<file path="config.mk">
export PLATFORM = sky130hd
export DESIGN_NAME = nwdt_cpu_flat
export DESIGN_NICKNAME = d
export VERILOG_FILES = /design/src/nwdt_pkg.sv /design/src/nwdt_if.sv /design/src/nwdt_cpu.sv /design/src/flat_wrapper.sv
export SDC_FILE = /design/constraint.sdc
export NUM_CORES = 1
export LEC_CHECK = 0
export ABC_AREA = 1
export BUFFER_PORTS_ARGS = -buffer_cell sky130_fd_sc_hd__buf_2
export CAP_MARGIN = 20
export CORE_MARGIN = 10
export CORE_UTILIZATION = 41
export CTS_CLUSTER_SIZE = 30
export DETAILED_ROUTE_END_ITERATION = 10
export MAX_ROUTING_LAYER = met4
export PLACE_DENSITY = 0.77
export SLEW_MARGIN = 20
export SYNTH_ARGS = -nofsm -noshare
export SYNTH_HDL_FRONTEND = slang
export SYNTH_SLANG_ARGS = --single-unit
</file>
<file path="constraint.sdc">
create_clock -name clk -period 1.34 [get_ports clk]
set_input_delay 0.268 -clock clk [delete_from_list [all_inputs] [get_ports clk]]
set_output_delay 0.268 -clock clk [all_outputs]
set_load 0.005 [all_outputs]
</file>
<file path="src/nwdt_pkg.sv">
// Constants shared by the watchdog end and the CPU-side end.
// Assumes a single 100 MHz clock and an active-low asynchronous reset.
package nwdt_pkg;

  // ----------------------------------------
  // Clocking and timing
  // ----------------------------------------
  localparam int CLK_HZ          = 100_000_000;
  localparam int TICK_HZ         = 256;
  localparam int TICK_CYCLES_DEF = CLK_HZ / TICK_HZ;
  localparam int PRE_W           = $clog2(TICK_CYCLES_DEF);
  localparam int CNT_W           = 10;

  // ----------------------------------------
  // Watchdog I/O register
  // ----------------------------------------
  localparam int              IO_ADDR_W    = 16;
  localparam int              IO_DATA_W    = 4;
  localparam logic [15:0]     WDCTL_ADDR   = 16'hff07;
  localparam int              BIT_CLEAR    = 0;
  localparam int              BIT_ENABLE   = 1;
  localparam logic            ENABLE_RESET = 1'b1;

  // ----------------------------------------
  // CPU side
  // ----------------------------------------
  localparam int          PC_W       = 16;
  localparam logic [15:0] NMI_VECTOR = 16'h0100;

  // ----------------------------------------
  // AXI4-Lite map of the CPU-side end
  // ----------------------------------------
  localparam int          AXI_ADDR_W = 8;
  localparam logic [7:0]  OFS_WDCTL  = 8'h00;
  localparam logic [7:0]  OFS_CPU    = 8'h04;
  localparam logic [7:0]  OFS_SP     = 8'h08;
  localparam logic [7:0]  OFS_STAT   = 8'h0c;
  localparam logic [7:0]  OFS_MASK   = 8'h10;
  localparam logic [7:0]  OFS_PC     = 8'h14;
  localparam int          BIT_IEN    = 0;
  localparam int          BIT_HALT   = 1;
  localparam int          BIT_SP1    = 0;
  localparam int          BIT_SP2    = 1;
  localparam int          ST_W       = 2;
  localparam int          ST_REQ     = 0;
  localparam int          ST_TAKEN   = 1;
  localparam logic [1:0]  RESP_OKAY  = 2'b00;
  localparam logic [1:0]  RESP_SLVERR = 2'b10;

  typedef enum logic [2:0] {
    NWDT_REG_WDCTL = 3'b000,
    NWDT_REG_CPU   = 3'b001,
    NWDT_REG_SP    = 3'b010,
    NWDT_REG_STAT  = 3'b011,
    NWDT_REG_MASK  = 3'b100,
    NWDT_REG_PC    = 3'b101,
    NWDT_REG_NONE  = 3'b111
  } nwdt_reg_t;

  typedef enum logic [1:0] {
    NWDT_RD_IDLE  = 2'b00,
    NWDT_RD_ISSUE = 2'b01,
    NWDT_RD_WAIT  = 2'b10,
    NWDT_RD_RESP  = 2'b11
  } nwdt_rd_t;

endpackage

</file>
<file path="src/nwdt_if.sv">
// I/O-register port and NMI request between watchdog and CPU end.
// Assumes both ends share one clock; no clocking block is used.
`timescale 1ns/1ps
`default_nettype none
interface nwdt_if;
  logic [15:0] io_addr;
  logic        io_wr;
  logic        io_rd;
  logic [3:0]  io_wdata;
  logic [3:0]  io_rdata;
  logic        nmi_req;

  modport watchdog (
    input  io_addr, io_wr, io_rd, io_wdata,
    output io_rdata, nmi_req
  );

  modport cpu (
    output io_addr, io_wr, io_rd, io_wdata,
    input  io_rdata, nmi_req
  );
endinterface
`default_nettype wire

</file>
<file path="src/nwdt_cpu.sv">
// CPU end: AXI4-Lite command registers, I/O strobes, NMI acceptance.
// Assumes an AXI4-Lite master on the same clock as the watchdog.
//
// The AXI4-Lite slave port was left to the implementer.
`timescale 1ns/1ps
`default_nettype none
module nwdt_cpu (
  // Clock and reset
  input  wire logic                    clk,
  input  wire logic                    rstn,
  // Watchdog end
  nwdt_if.cpu                          wd,
  // AXI4-Lite write
  input  wire logic [7:0]              s_axi_awaddr,
  input  wire logic                    s_axi_awvalid,
  output logic                         s_axi_awready,
  input  wire logic [31:0]             s_axi_wdata,
  input  wire logic [3:0]              s_axi_wstrb,
  input  wire logic                    s_axi_wvalid,
  output logic                         s_axi_wready,
  output logic [1:0]                   s_axi_bresp,
  output logic                         s_axi_bvalid,
  input  wire logic                    s_axi_bready,
  // AXI4-Lite read
  input  wire logic [7:0]              s_axi_araddr,
  input  wire logic                    s_axi_arvalid,
  output logic                         s_axi_arready,
  output logic [31:0]                  s_axi_rdata,
  output logic [1:0]                   s_axi_rresp,
  output logic                         s_axi_rvalid,
  input  wire logic                    s_axi_rready,
  // CPU state
  output logic                         irq,
  output logic                         nmi_taken,
  output logic [nwdt_pkg::PC_W-1:0]    nmi_vector_pc,
  output logic                         cpu_halted
);

  function automatic nwdt_pkg::nwdt_reg_t dec(input logic [7:0] a);
    if (a == nwdt_pkg::OFS_WDCTL) begin
      dec = nwdt_pkg::NWDT_REG_WDCTL;
    end else if (a == nwdt_pkg::OFS_CPU) begin
      dec = nwdt_pkg::NWDT_REG_CPU;
    end else if (a == nwdt_pkg::OFS_SP) begin
      dec = nwdt_pkg::NWDT_REG_SP;
    end else if (a == nwdt_pkg::OFS_STAT) begin
      dec = nwdt_pkg::NWDT_REG_STAT;
    end else if (a == nwdt_pkg::OFS_MASK) begin
      dec = nwdt_pkg::NWDT_REG_MASK;
    end else if (a == nwdt_pkg::OFS_PC) begin
      dec = nwdt_pkg::NWDT_REG_PC;
    end else begin
      dec = nwdt_pkg::NWDT_REG_NONE;
    end
  endfunction

  // ----------------------------------------
  // Write channel capture
  // ----------------------------------------
  logic        aw_held;
  logic        w_held;
  logic [7:0]  aw_addr;
  logic [31:0] w_data;
  logic        w_lane0;
  logic        wr_go;
  nwdt_pkg::nwdt_reg_t wr_reg;

  assign wr_go  = aw_held && w_held && !s_axi_bvalid;
  assign wr_reg = dec(aw_addr);

  always_ff @(posedge clk or negedge rstn) begin
    if (!rstn) begin
      aw_held       <= 1'b0;
      aw_addr       <= '0;
      s_axi_awready <= 1'b1;
    end else if (s_axi_awvalid && s_axi_awready) begin
      aw_held       <= 1'b1;
      aw_addr       <= s_axi_awaddr;
      s_axi_awready <= 1'b0;
    end else if (s_axi_bvalid && s_axi_bready) begin
      aw_held       <= 1'b0;
      s_axi_awready <= 1'b1;
    end
  end

  always_ff @(posedge clk or negedge rstn) begin
    if (!rstn) begin
      w_held       <= 1'b0;
      w_data       <= '0;
      w_lane0      <= 1'b0;
      s_axi_wready <= 1'b1;
    end else if (s_axi_wvalid && s_axi_wready) begin
      w_held       <= 1'b1;
      w_data       <= s_axi_wdata;
      w_lane0      <= s_axi_wstrb[0];
      s_axi_wready <= 1'b0;
    end else if (s_axi_bvalid && s_axi_bready) begin
      w_held       <= 1'b0;
      s_axi_wready <= 1'b1;
    end
  end

  always_ff @(posedge clk or negedge rstn) begin
    if (!rstn) begin
      s_axi_bvalid <= 1'b0;
      s_axi_bresp  <= nwdt_pkg::RESP_OKAY;
    end else if (wr_go) begin
      s_axi_bvalid <= 1'b1;
      s_axi_bresp  <= (wr_reg == nwdt_pkg::NWDT_REG_NONE)
                      ? nwdt_pkg::RESP_SLVERR : nwdt_pkg::RESP_OKAY;
    end else if (s_axi_bready) begin
      s_axi_bvalid <= 1'b0;
    end
  end

  logic wr_en;
  assign wr_en = wr_go && w_lane0;

  // ----------------------------------------
  // Read path
  // ----------------------------------------
  nwdt_pkg::nwdt_rd_t rd_state;
  logic [7:0]          ar_addr;
  logic                rd_io;

  // Strobe at the address handshake: the watchdog answers one edge later,
  // so its data stands when the WAIT state captures it.
  assign rd_io = (rd_state == nwdt_pkg::NWDT_RD_IDLE) && s_axi_arvalid;

  // ----------------------------------------
  // I/O strobes to the watchdog
  // ----------------------------------------
  always_ff @(posedge clk or negedge rstn) begin
    if (!rstn) begin
      wd.io_wr    <= 1'b0;
      wd.io_rd    <= 1'b0;
      wd.io_addr  <= '0;
      wd.io_wdata <= '0;
    end else begin
      wd.io_wr    <= wr_en && (wr_reg == nwdt_pkg::NWDT_REG_WDCTL);
      wd.io_rd    <= rd_io;
      wd.io_addr  <= nwdt_pkg::WDCTL_ADDR;
      wd.io_wdata <= w_data[nwdt_pkg::IO_DATA_W-1:0];
    end
  end

  // ----------------------------------------
  // CPU control, stack-pointer pairing
  // ----------------------------------------
  logic int_enable;
  logic sp_masked;
  logic sp_first_seen;
  logic pend;
  logic accept;

  assign accept = pend && !sp_masked;

  always_ff @(posedge clk or negedge rstn) begin
    if (!rstn) begin
      int_enable <= 1'b0;
      cpu_halted <= 1'b0;
    end else begin
      if (wr_en && wr_reg == nwdt_pkg::NWDT_REG_CPU) begin
        int_enable <= w_data[nwdt_pkg::BIT_IEN];
      end
      // The NMI ends a halt; it wins over a halt write in the same cycle.
      if (accept) begin
        cpu_halted <= 1'b0;
      end else if (wr_en && wr_reg == nwdt_pkg::NWDT_REG_CPU
                   && w_data[nwdt_pkg::BIT_HALT]) begin
        cpu_halted <= 1'b1;
      end
    end
  end

  always_ff @(posedge clk or negedge rstn) begin
    if (!rstn) begin
      sp_masked     <= 1'b1;
      sp_first_seen <= 1'b0;
    end else if (wr_en && wr_reg == nwdt_pkg::NWDT_REG_SP) begin
      if (w_data[nwdt_pkg::BIT_SP1]) begin
        sp_masked     <= 1'b1;
        sp_first_seen <= 1'b1;
      end else if (w_data[nwdt_pkg::BIT_SP2] && sp_first_seen) begin
        sp_masked     <= 1'b0;
        sp_first_seen <= 1'b0;
      end
    end
  end

  // ----------------------------------------
  // NMI acceptance
  // ----------------------------------------
  always_ff @(posedge clk or negedge rstn) begin
    if (!rstn) begin
      pend <= 1'b0;
    end else if (wd.nmi_req) begin
      pend <= 1'b1;
    end else if (accept) begin
      pend <= 1'b0;
    end
  end

  always_ff @(posedge clk or negedge rstn) begin
    if (!rstn) begin
      nmi_taken     <= 1'b0;
      nmi_vector_pc <= '0;
    end else begin
      nmi_taken <= accept;
      if (accept) begin
        nmi_vector_pc <= nwdt_pkg::NMI_VECTOR;
      end
    end
  end

  // ----------------------------------------
  // Interrupt status and mask
  // ----------------------------------------
  logic [nwdt_pkg::ST_W-1:0] status;
  logic [nwdt_pkg::ST_W-1:0] mask;
  logic [nwdt_pkg::ST_W-1:0] st_set;
  logic [nwdt_pkg::ST_W-1:0] st_clr;

  assign st_set = {accept, wd.nmi_req};
  assign st_clr = (wr_en && wr_reg == nwdt_pkg::NWDT_REG_STAT)
                  ? w_data[nwdt_pkg::ST_W-1:0] : '0;

  always_ff @(posedge clk or negedge rstn) begin
    if (!rstn) begin
      status <= '0;
    end else begin
      // Set beats a simultaneous write-one clear
      status <= (status & ~st_clr) | st_set;
    end
  end

  always_ff @(posedge clk or negedge rstn) begin
    if (!rstn) begin
      mask <= '0;
    end else if (wr_en && wr_reg == nwdt_pkg::NWDT_REG_MASK) begin
      mask <= w_data[nwdt_pkg::ST_W-1:0];
    end
  end

  always_ff @(posedge clk or negedge rstn) begin
    if (!rstn) begin
      irq <= 1'b0;
    end else begin
      irq <= |(status & mask);
    end
  end

  // ----------------------------------------
  // Read state machine
  // ----------------------------------------
  // Every read takes two edges after the handshake, mapped or not.
  always_ff @(posedge clk or negedge rstn) begin
    if (!rstn) begin
      rd_state      <= nwdt_pkg::NWDT_RD_IDLE;
      ar_addr       <= '0;
      s_axi_arready <= 1'b1;
      s_axi_rvalid  <= 1'b0;
      s_axi_rdata   <= '0;
      s_axi_rresp   <= nwdt_pkg::RESP_OKAY;
    end else begin
      case (rd_state)
        nwdt_pkg::NWDT_RD_IDLE: begin
          if (s_axi_arvalid) begin
            ar_addr       <= s_axi_araddr;
            s_axi_arready <= 1'b0;
            rd_state      <= nwdt_pkg::NWDT_RD_ISSUE;
          end
        end
        nwdt_pkg::NWDT_RD_ISSUE: begin
          rd_state <= nwdt_pkg::NWDT_RD_WAIT;
        end
        nwdt_pkg::NWDT_RD_WAIT: begin
          s_axi_rvalid <= 1'b1;
          s_axi_rresp  <= nwdt_pkg::RESP_OKAY;
          s_axi_rdata  <= '0;
          rd_state     <= nwdt_pkg::NWDT_RD_RESP;
          case (dec(ar_addr))
            nwdt_pkg::NWDT_REG_WDCTL: begin
              s_axi_rdata[nwdt_pkg::IO_DATA_W-1:0] <= wd.io_rdata;
            end
            nwdt_pkg::NWDT_REG_CPU: begin
              s_axi_rdata[nwdt_pkg::BIT_IEN]  <= int_enable;
              s_axi_rdata[nwdt_pkg::BIT_HALT] <= cpu_halted;
            end
            nwdt_pkg::NWDT_REG_SP: begin
              s_axi_rdata[nwdt_pkg::BIT_SP1] <= sp_masked;
              s_axi_rdata[nwdt_pkg::BIT_SP2] <= sp_first_seen;
            end
            nwdt_pkg::NWDT_REG_STAT: begin
              s_axi_rdata[nwdt_pkg::ST_W-1:0] <= status;
            end
            nwdt_pkg::NWDT_REG_MASK: begin
              s_axi_rdata[nwdt_pkg::ST_W-1:0] <= mask;
            end
            nwdt_pkg::NWDT_REG_PC: begin
              s_axi_rdata[nwdt_pkg::PC_W-1:0] <= nmi_vector_pc;
            end
            default: begin
              s_axi_rresp <= nwdt_pkg::RESP_SLVERR;
            end
          endcase
        end
        default: begin
          if (s_axi_rready) begin
            s_axi_rvalid  <= 1'b0;
            s_axi_arready <= 1'b1;
            rd_state      <= nwdt_pkg::NWDT_RD_IDLE;
          end
        end
      endcase
    end
  end

endmodule
`default_nettype wire

</file>
<file path="src/flat_wrapper.sv">
// flat-port wrapper written by rule: the top's interface ports become plain ports
module nwdt_cpu_flat 
  (clk, rstn, s_axi_awaddr, s_axi_awvalid, s_axi_awready, s_axi_wdata, s_axi_wstrb, s_axi_wvalid, s_axi_wready, s_axi_bresp, s_axi_bvalid, s_axi_bready, s_axi_araddr, s_axi_arvalid, s_axi_arready, s_axi_rdata, s_axi_rresp, s_axi_rvalid, s_axi_rready, irq, nmi_taken, nmi_vector_pc, cpu_halted, wd_io_addr, wd_io_wr, wd_io_rd, wd_io_wdata, wd_io_rdata, wd_nmi_req);
  nwdt_if wd_i ();
  input  wire logic clk;
  input  wire logic rstn;
  input  wire logic [7:0] s_axi_awaddr;
  input  wire logic s_axi_awvalid;
  output logic s_axi_awready;
  input  wire logic [31:0] s_axi_wdata;
  input  wire logic [3:0] s_axi_wstrb;
  input  wire logic s_axi_wvalid;
  output logic s_axi_wready;
  output logic [1:0] s_axi_bresp;
  output logic s_axi_bvalid;
  input  wire logic s_axi_bready;
  input  wire logic [7:0] s_axi_araddr;
  input  wire logic s_axi_arvalid;
  output logic s_axi_arready;
  output logic [31:0] s_axi_rdata;
  output logic [1:0] s_axi_rresp;
  output logic s_axi_rvalid;
  input  wire logic s_axi_rready;
  output logic irq;
  output logic nmi_taken;
  output logic [nwdt_pkg::PC_W-1:0] nmi_vector_pc;
  output logic cpu_halted;
  output wire logic [$bits(wd_i.io_addr)-1:0] wd_io_addr;
  output wire logic [$bits(wd_i.io_wr)-1:0] wd_io_wr;
  output wire logic [$bits(wd_i.io_rd)-1:0] wd_io_rd;
  output wire logic [$bits(wd_i.io_wdata)-1:0] wd_io_wdata;
  input wire logic [$bits(wd_i.io_rdata)-1:0] wd_io_rdata;
  input wire logic [$bits(wd_i.nmi_req)-1:0] wd_nmi_req;
  assign wd_io_addr = wd_i.io_addr;
  assign wd_io_wr = wd_i.io_wr;
  assign wd_io_rd = wd_i.io_rd;
  assign wd_io_wdata = wd_i.io_wdata;
  assign wd_i.io_rdata = wd_io_rdata;
  assign wd_i.nmi_req = wd_nmi_req;
  nwdt_cpu u_core (.clk(clk), .rstn(rstn), .wd(wd_i), .s_axi_awaddr(s_axi_awaddr), .s_axi_awvalid(s_axi_awvalid), .s_axi_awready(s_axi_awready), .s_axi_wdata(s_axi_wdata), .s_axi_wstrb(s_axi_wstrb), .s_axi_wvalid(s_axi_wvalid), .s_axi_wready(s_axi_wready), .s_axi_bresp(s_axi_bresp), .s_axi_bvalid(s_axi_bvalid), .s_axi_bready(s_axi_bready), .s_axi_araddr(s_axi_araddr), .s_axi_arvalid(s_axi_arvalid), .s_axi_arready(s_axi_arready), .s_axi_rdata(s_axi_rdata), .s_axi_rresp(s_axi_rresp), .s_axi_rvalid(s_axi_rvalid), .s_axi_rready(s_axi_rready), .irq(irq), .nmi_taken(nmi_taken), .nmi_vector_pc(nmi_vector_pc), .cpu_halted(cpu_halted));
endmodule
</file>
---- After elaboration in Yosys (flattened, before gate mapping) ----
Cells that the tools add are included.
cells by class
  bitwise gates (word level) .............. 6
  eq/ne operators ......................... 23
  reduce and logical (&&, ||, !) cells .... 40
  multiplexer cells ....................... 41
operators with widths
  kind                                                  count
  two-way mux 3 bit                                     11
  equality test 8 x 4 -> 1 bit (second input constant)  4
  equality test 8 x 5 -> 1 bit (second input constant)  4
  two-way mux 1 bit                                     17
  equality test 8 x 3 -> 1 bit (second input constant)  2
  logical NOT 8 bit                                     2
  two-way mux 2 bit                                     8
  nonzero test 2 bit                                    8
  logical AND 1 bit                                     15
  equality test 3 x 2 -> 1 bit (second input constant)  4
  equality test 3 bit (second input constant)           4
  case mux 2 bit (5 select lines)                       1
  AND reduction 2 bit                                   4
  equality test 3 x 1 -> 1 bit (second input constant)  2
  logical NOT 3 bit                                     2
  case mux 2 bit (3 select lines)                       1
  OR reduction 2 bit                                    3
  OR reduction 6 bit                                    1
  two-way mux 5 bit                                     1
  bitwise AND 2 bit                                     2
  case mux 1 bit (2 select lines)                       2
  nonzero test 4 bit                                    1
  AND reduction 3 bit                                   1
  equality test 2 x 1 -> 1 bit (second input constant)  1
  7 further kinds                                       9
storage, ports and cells
  input port bits ......................... 64
  register bits ........................... 69
  logic and storage cells ................. 139

---- Depth between registers and ports, before layout ----
  depth after elaboration ................. 13
  depth in mapped cells ................... 9
  mapped depth without buffers ............ 9

---- Worst setup path before layout ----
No wires, ideal clock.
  kind .................................... register to register
  start ................................... register u_core.rd_state[0]
  end ..................................... register u_core.rd_state[0]
  clock period less this slack ............ 1.230 ns
  slack ................................... 0.110 ns
  required time ........................... 1.215 ns
  path buffers ............................ 1
  stages on the path, launching flop included .. 9
  library setup time ...................... 0.125 ns
  data arrival time ....................... 1.105 ns
  cells stage by stage .................... dfrtp_1 > inv_1 > ha_1 > buf_4 > inv_2 > nand3_1 > o21ai_2 > nor3_1 > a21oi_1
between the ends
  longest elaborated chain between the ends .. 3
  elaborated cells between the ends (all ways) .. 7
  classes of those cells .................. 3 x eq/ne; 1 x mux; 3 x reduce/logical
RTL lines
  element                                                                       line             source
  from (decl)                                                                   nwdt_cpu.sv:122  nwdt_pkg::nwdt_rd_t rd_state;
  from (signal assigned)                                                        nwdt_cpu.sv:259  rd_state <= nwdt_pkg::NWDT_RD_IDLE;
  from (signal assigned)                                                        nwdt_cpu.sv:271  rd_state <= nwdt_pkg::NWDT_RD_ISSUE;
  from (signal assigned)                                                        nwdt_cpu.sv:275  rd_state <= nwdt_pkg::NWDT_RD_WAIT;
  equality test 2 x 1 -> 1 bit, or another cell as far along                    nwdt_cpu.sv:266  case (rd_state)
  nonzero test 4 bit (no line) / inequality test 2 bit (equally long branches)  --
  AND reduction 2 bit (no line)                                                 --
Parallel ways exist; a longest one is shown, timed or not.
A chain may end at the register's enable or synchronous reset.

---- Worst setup path in the final report ----
  start ................................... register u_core.rd_state[1]
  end ..................................... register u_core.rd_state[1]
Same word-level chain as after synthesis.

==> results.json <==
{
  "start_util": 0.424,
  "clk_path_buf_depth": 2,
  "fin_ws_ps": 67.4,
  "synth_area_leader_cell": "dfrtp_1",
  "vias": 2096,
  "max-vdd-ir-drop_v": 0.00109,
  "numCtsBuffers": 5,
  "num_antenna_cells": 0,
  "hp-class": "in2reg",
  "ant_nets": 0,
  "start_kind": "flop",
  "fmax_mhz": 786,
  "ys_types": 28,
  "cp-end-kind": "flop",
  "htree_levels": 2,
  "cts_tree": "built",
  "setup_viol": 0,
  "die_x_microns": 104,
  "grt_pass1_wl_microns": 10400,
  "ys_ff_latch": 56,
  "fin_setup_tns_ps": 0,
  "globalplace.congestion": 0.857,
  "pin_count": 146,
  "worstSetupPathType": "reg2reg",
  "worstPathArrival_ps": 1500,
  "synth_largest_type_area_fraction": 0.449,
  "syn_avg_cell_area_sq_um": 8.91,
  "leakage_nw": 1.71,
  "ys_seq_area_frac": 0.486,
  "place_hpwl_microns": 5050,
  "grt_max_degree": 31,
  "synthTopCellsByArea": "dfrtp_1 45%, buf_4 16%, nand2_1 7.9%",
  "hp-start": "s_axi_bready",
  "synthCells": 325,
  "cts.sinks": 56,
  "dp_slack_ps": 11.9,
  "clkTransAtPathRegs_ps": 110,
  "first_pass_iters": 4,
  "dieArea_sq_mm": 0.0108,
  "startpoint": "u_core.rd_state[1]",
  "insertion_delay_ps": 320,
  "grt_overflow": 0,
  "final-hold-violation-count": 0,
  "r2r-start": "u_core.rd_state[1]",
  "min_period_over_period": 0.950,
  "grt_antenna_before_repair": 0,
  "fin_skew_ps": 13.6,
  "status": "completed",
  "maxCapViolations": 0,
  "finalWirelength_microns": 6310,
  "row_count": 30,
  "core_sq_mm": 0.00683,
  "nFillCells": 674,
  "power_density_mw_per_mm2": 1870,
  "multi_input_area_sq_mm": 0.00112,
  "critPathMaxFanout": 5,
  "post_drt_via_cell_ratio": 4.30,
  "portBuffers": 65,
  "wire_per_inst_microns": 12.9,
  "final_max_slew_viol_count": 0,
  "yosysWarningCount": 0,
  "total_power_mw": 6.15,
  "grt.total_usage": 0.117,
  "drcViolationCount": 0,
  "chipHeight_microns": 104,
  "drt_first_iter_violations": 64,
  "placed_area_sq_mm": 0.00311,
  "regArea_sq_mm": 0.00141,
  "cts_root_buf": "clkbuf_8",
  "fin_crit_ps": 1270,
  "grt_pass1_vias": 2204,
  "nets": 457,
  "area_growth_syn_to_layout_pct": 13.7,
  "crit_required_ps": 1570,
  "layout-drive-gt1-share": 0.309,
  "synthesis.area_sq_mm": 0.00290,
  "fin_area_sq_mm": 0.00329
}
==> stage by stage <==
step / hold WS [ps] / std cells / util
5_1_grt: 103 / 487 / 0.482
6_report: 129 / 487 / 0.482
3_5_place_dp: 189 / 477 / 0.455
2_1_floorplan: -27.6 / 373 / -
3_3_place_gp: 182 / 477 / 0.455
4_1_cts: 117 / 486 / 0.475
==> worst max-delay path, cell delays in order, from the launching register on <==
cell	delay [ps]
dfrtp_1	420
inv_2	80
ha_4	180
nor2_2	120
nand3_1	100
o21ai_2	120
nand2_1	80
o21ai_0	90
==> layout make-up <==
cell class	count	share of cell area
multi-input cells	221	0.342
flip-flops and latches	56	0.427
inverters	34	0.0403
well taps	96	0.0365
clock buffers	5	0.0209
repair buffers	72	0.119
clock inverters	3	0.0141
==> layout by cell type, fill, tap and decap left out, types with 2 or more instances in the layout <==
cell type and instances:
nor3_2 3, conb_1 50, o21ai_0 19, buf_2 65, buf_4 5, dfstp_2 4, nor3_1 2, ha_4 2
nand2_2 4, mux2_2 6, dfrtp_1 52, a21oi_1 10, clkbuf_8 5, o21ai_1 6, inv_1 28, inv_4 2
inv_2 4, nand3_1 22, nor2_1 15, nor2_4 5, nand2_1 61, nor2_2 7, nand3_2 2
==> power breakdown <==
group          switching (mW)  leakage (nW)  internal, mW
clock                   0.585        0.0548         0.564
sequential              0.412         0.667          2.32
combinational            1.37         0.985         0.902
total                    2.37          1.71          3.78
==> sequential cells by signal (all words and copies together), names as in the netlist, 2 cells and up <==
| register | flops |
|---|---|
| u_core.rd_state | 2 |
| u_core.mask | 2 |
| u_core.wd.io_wdata | 4 |
| u_core.s_axi_rdata | 5 |
| u_core.status | 2 |
| u_core.aw_addr | 8 |
| u_core.w_data | 4 |
| u_core.ar_addr | 8 |
==> synth_stat cells (all sizes together) <==
cell / number
or2: 1
nor2: 27
o21ai: 26
a2bb2oi: 1
a22o: 1
nand4: 1
conb: 2
nor3: 5
mux2: 6
nor4: 1
ha: 3
nand3: 24
dfrtp: 52
a21oi: 10
nand2: 65
inv: 34
buf: 62
dfstp: 4
==> logic make-up after synthesis <==
group | share of synthesized area
mux | 0.0233
buf+inv | 0.204
flops | 0.486
fa+ha+maj | 0.0130
compound gates | 0.0695
simple gates | 0.202
other cells | 0.00259
==> path summary, 6_finish.rpt <==
kind                                    endpoint  cells after the start  slack, ps
min in group asynchronous      u_core.ar_addr[0]                      2        360
min reg2reg                u_core.wd.io_wdata[2]                      0        380
min                          u_core.s_axi_bvalid                      2        130
max in group asynchronous       u_core.sp_masked                      3        440
max reg2reg                   u_core.rd_state[1]                      7         70
max                           u_core.rd_state[1]                      7         70
==> routing by layer <==
| metal | track usage | wire length [microns] |
|---|---|---|
| met3 | 0.0651 | 613 |
| met4 | 0.0189 | 29 |
| met1 | 0.123 | 2560 |
| met2 | 0.192 | 3100 |
| met5 | - | 0 |
==> timing repair <==
| action | in CTS | in global routing |
|---|---|---|
| setup endpoints to repair | 1 | 15 |
| cloned | 0 | 0 |
| buffers inserted | 0 | 1 |
| gates resized for setup | 2 | 11 |
| pin swaps | 0 | 1 |
| hold buffers | 1 | 0 |
| endpoints found under the hold margin | 11 | 0 |
Note: power is estimated with default switching activity, not from simulation.
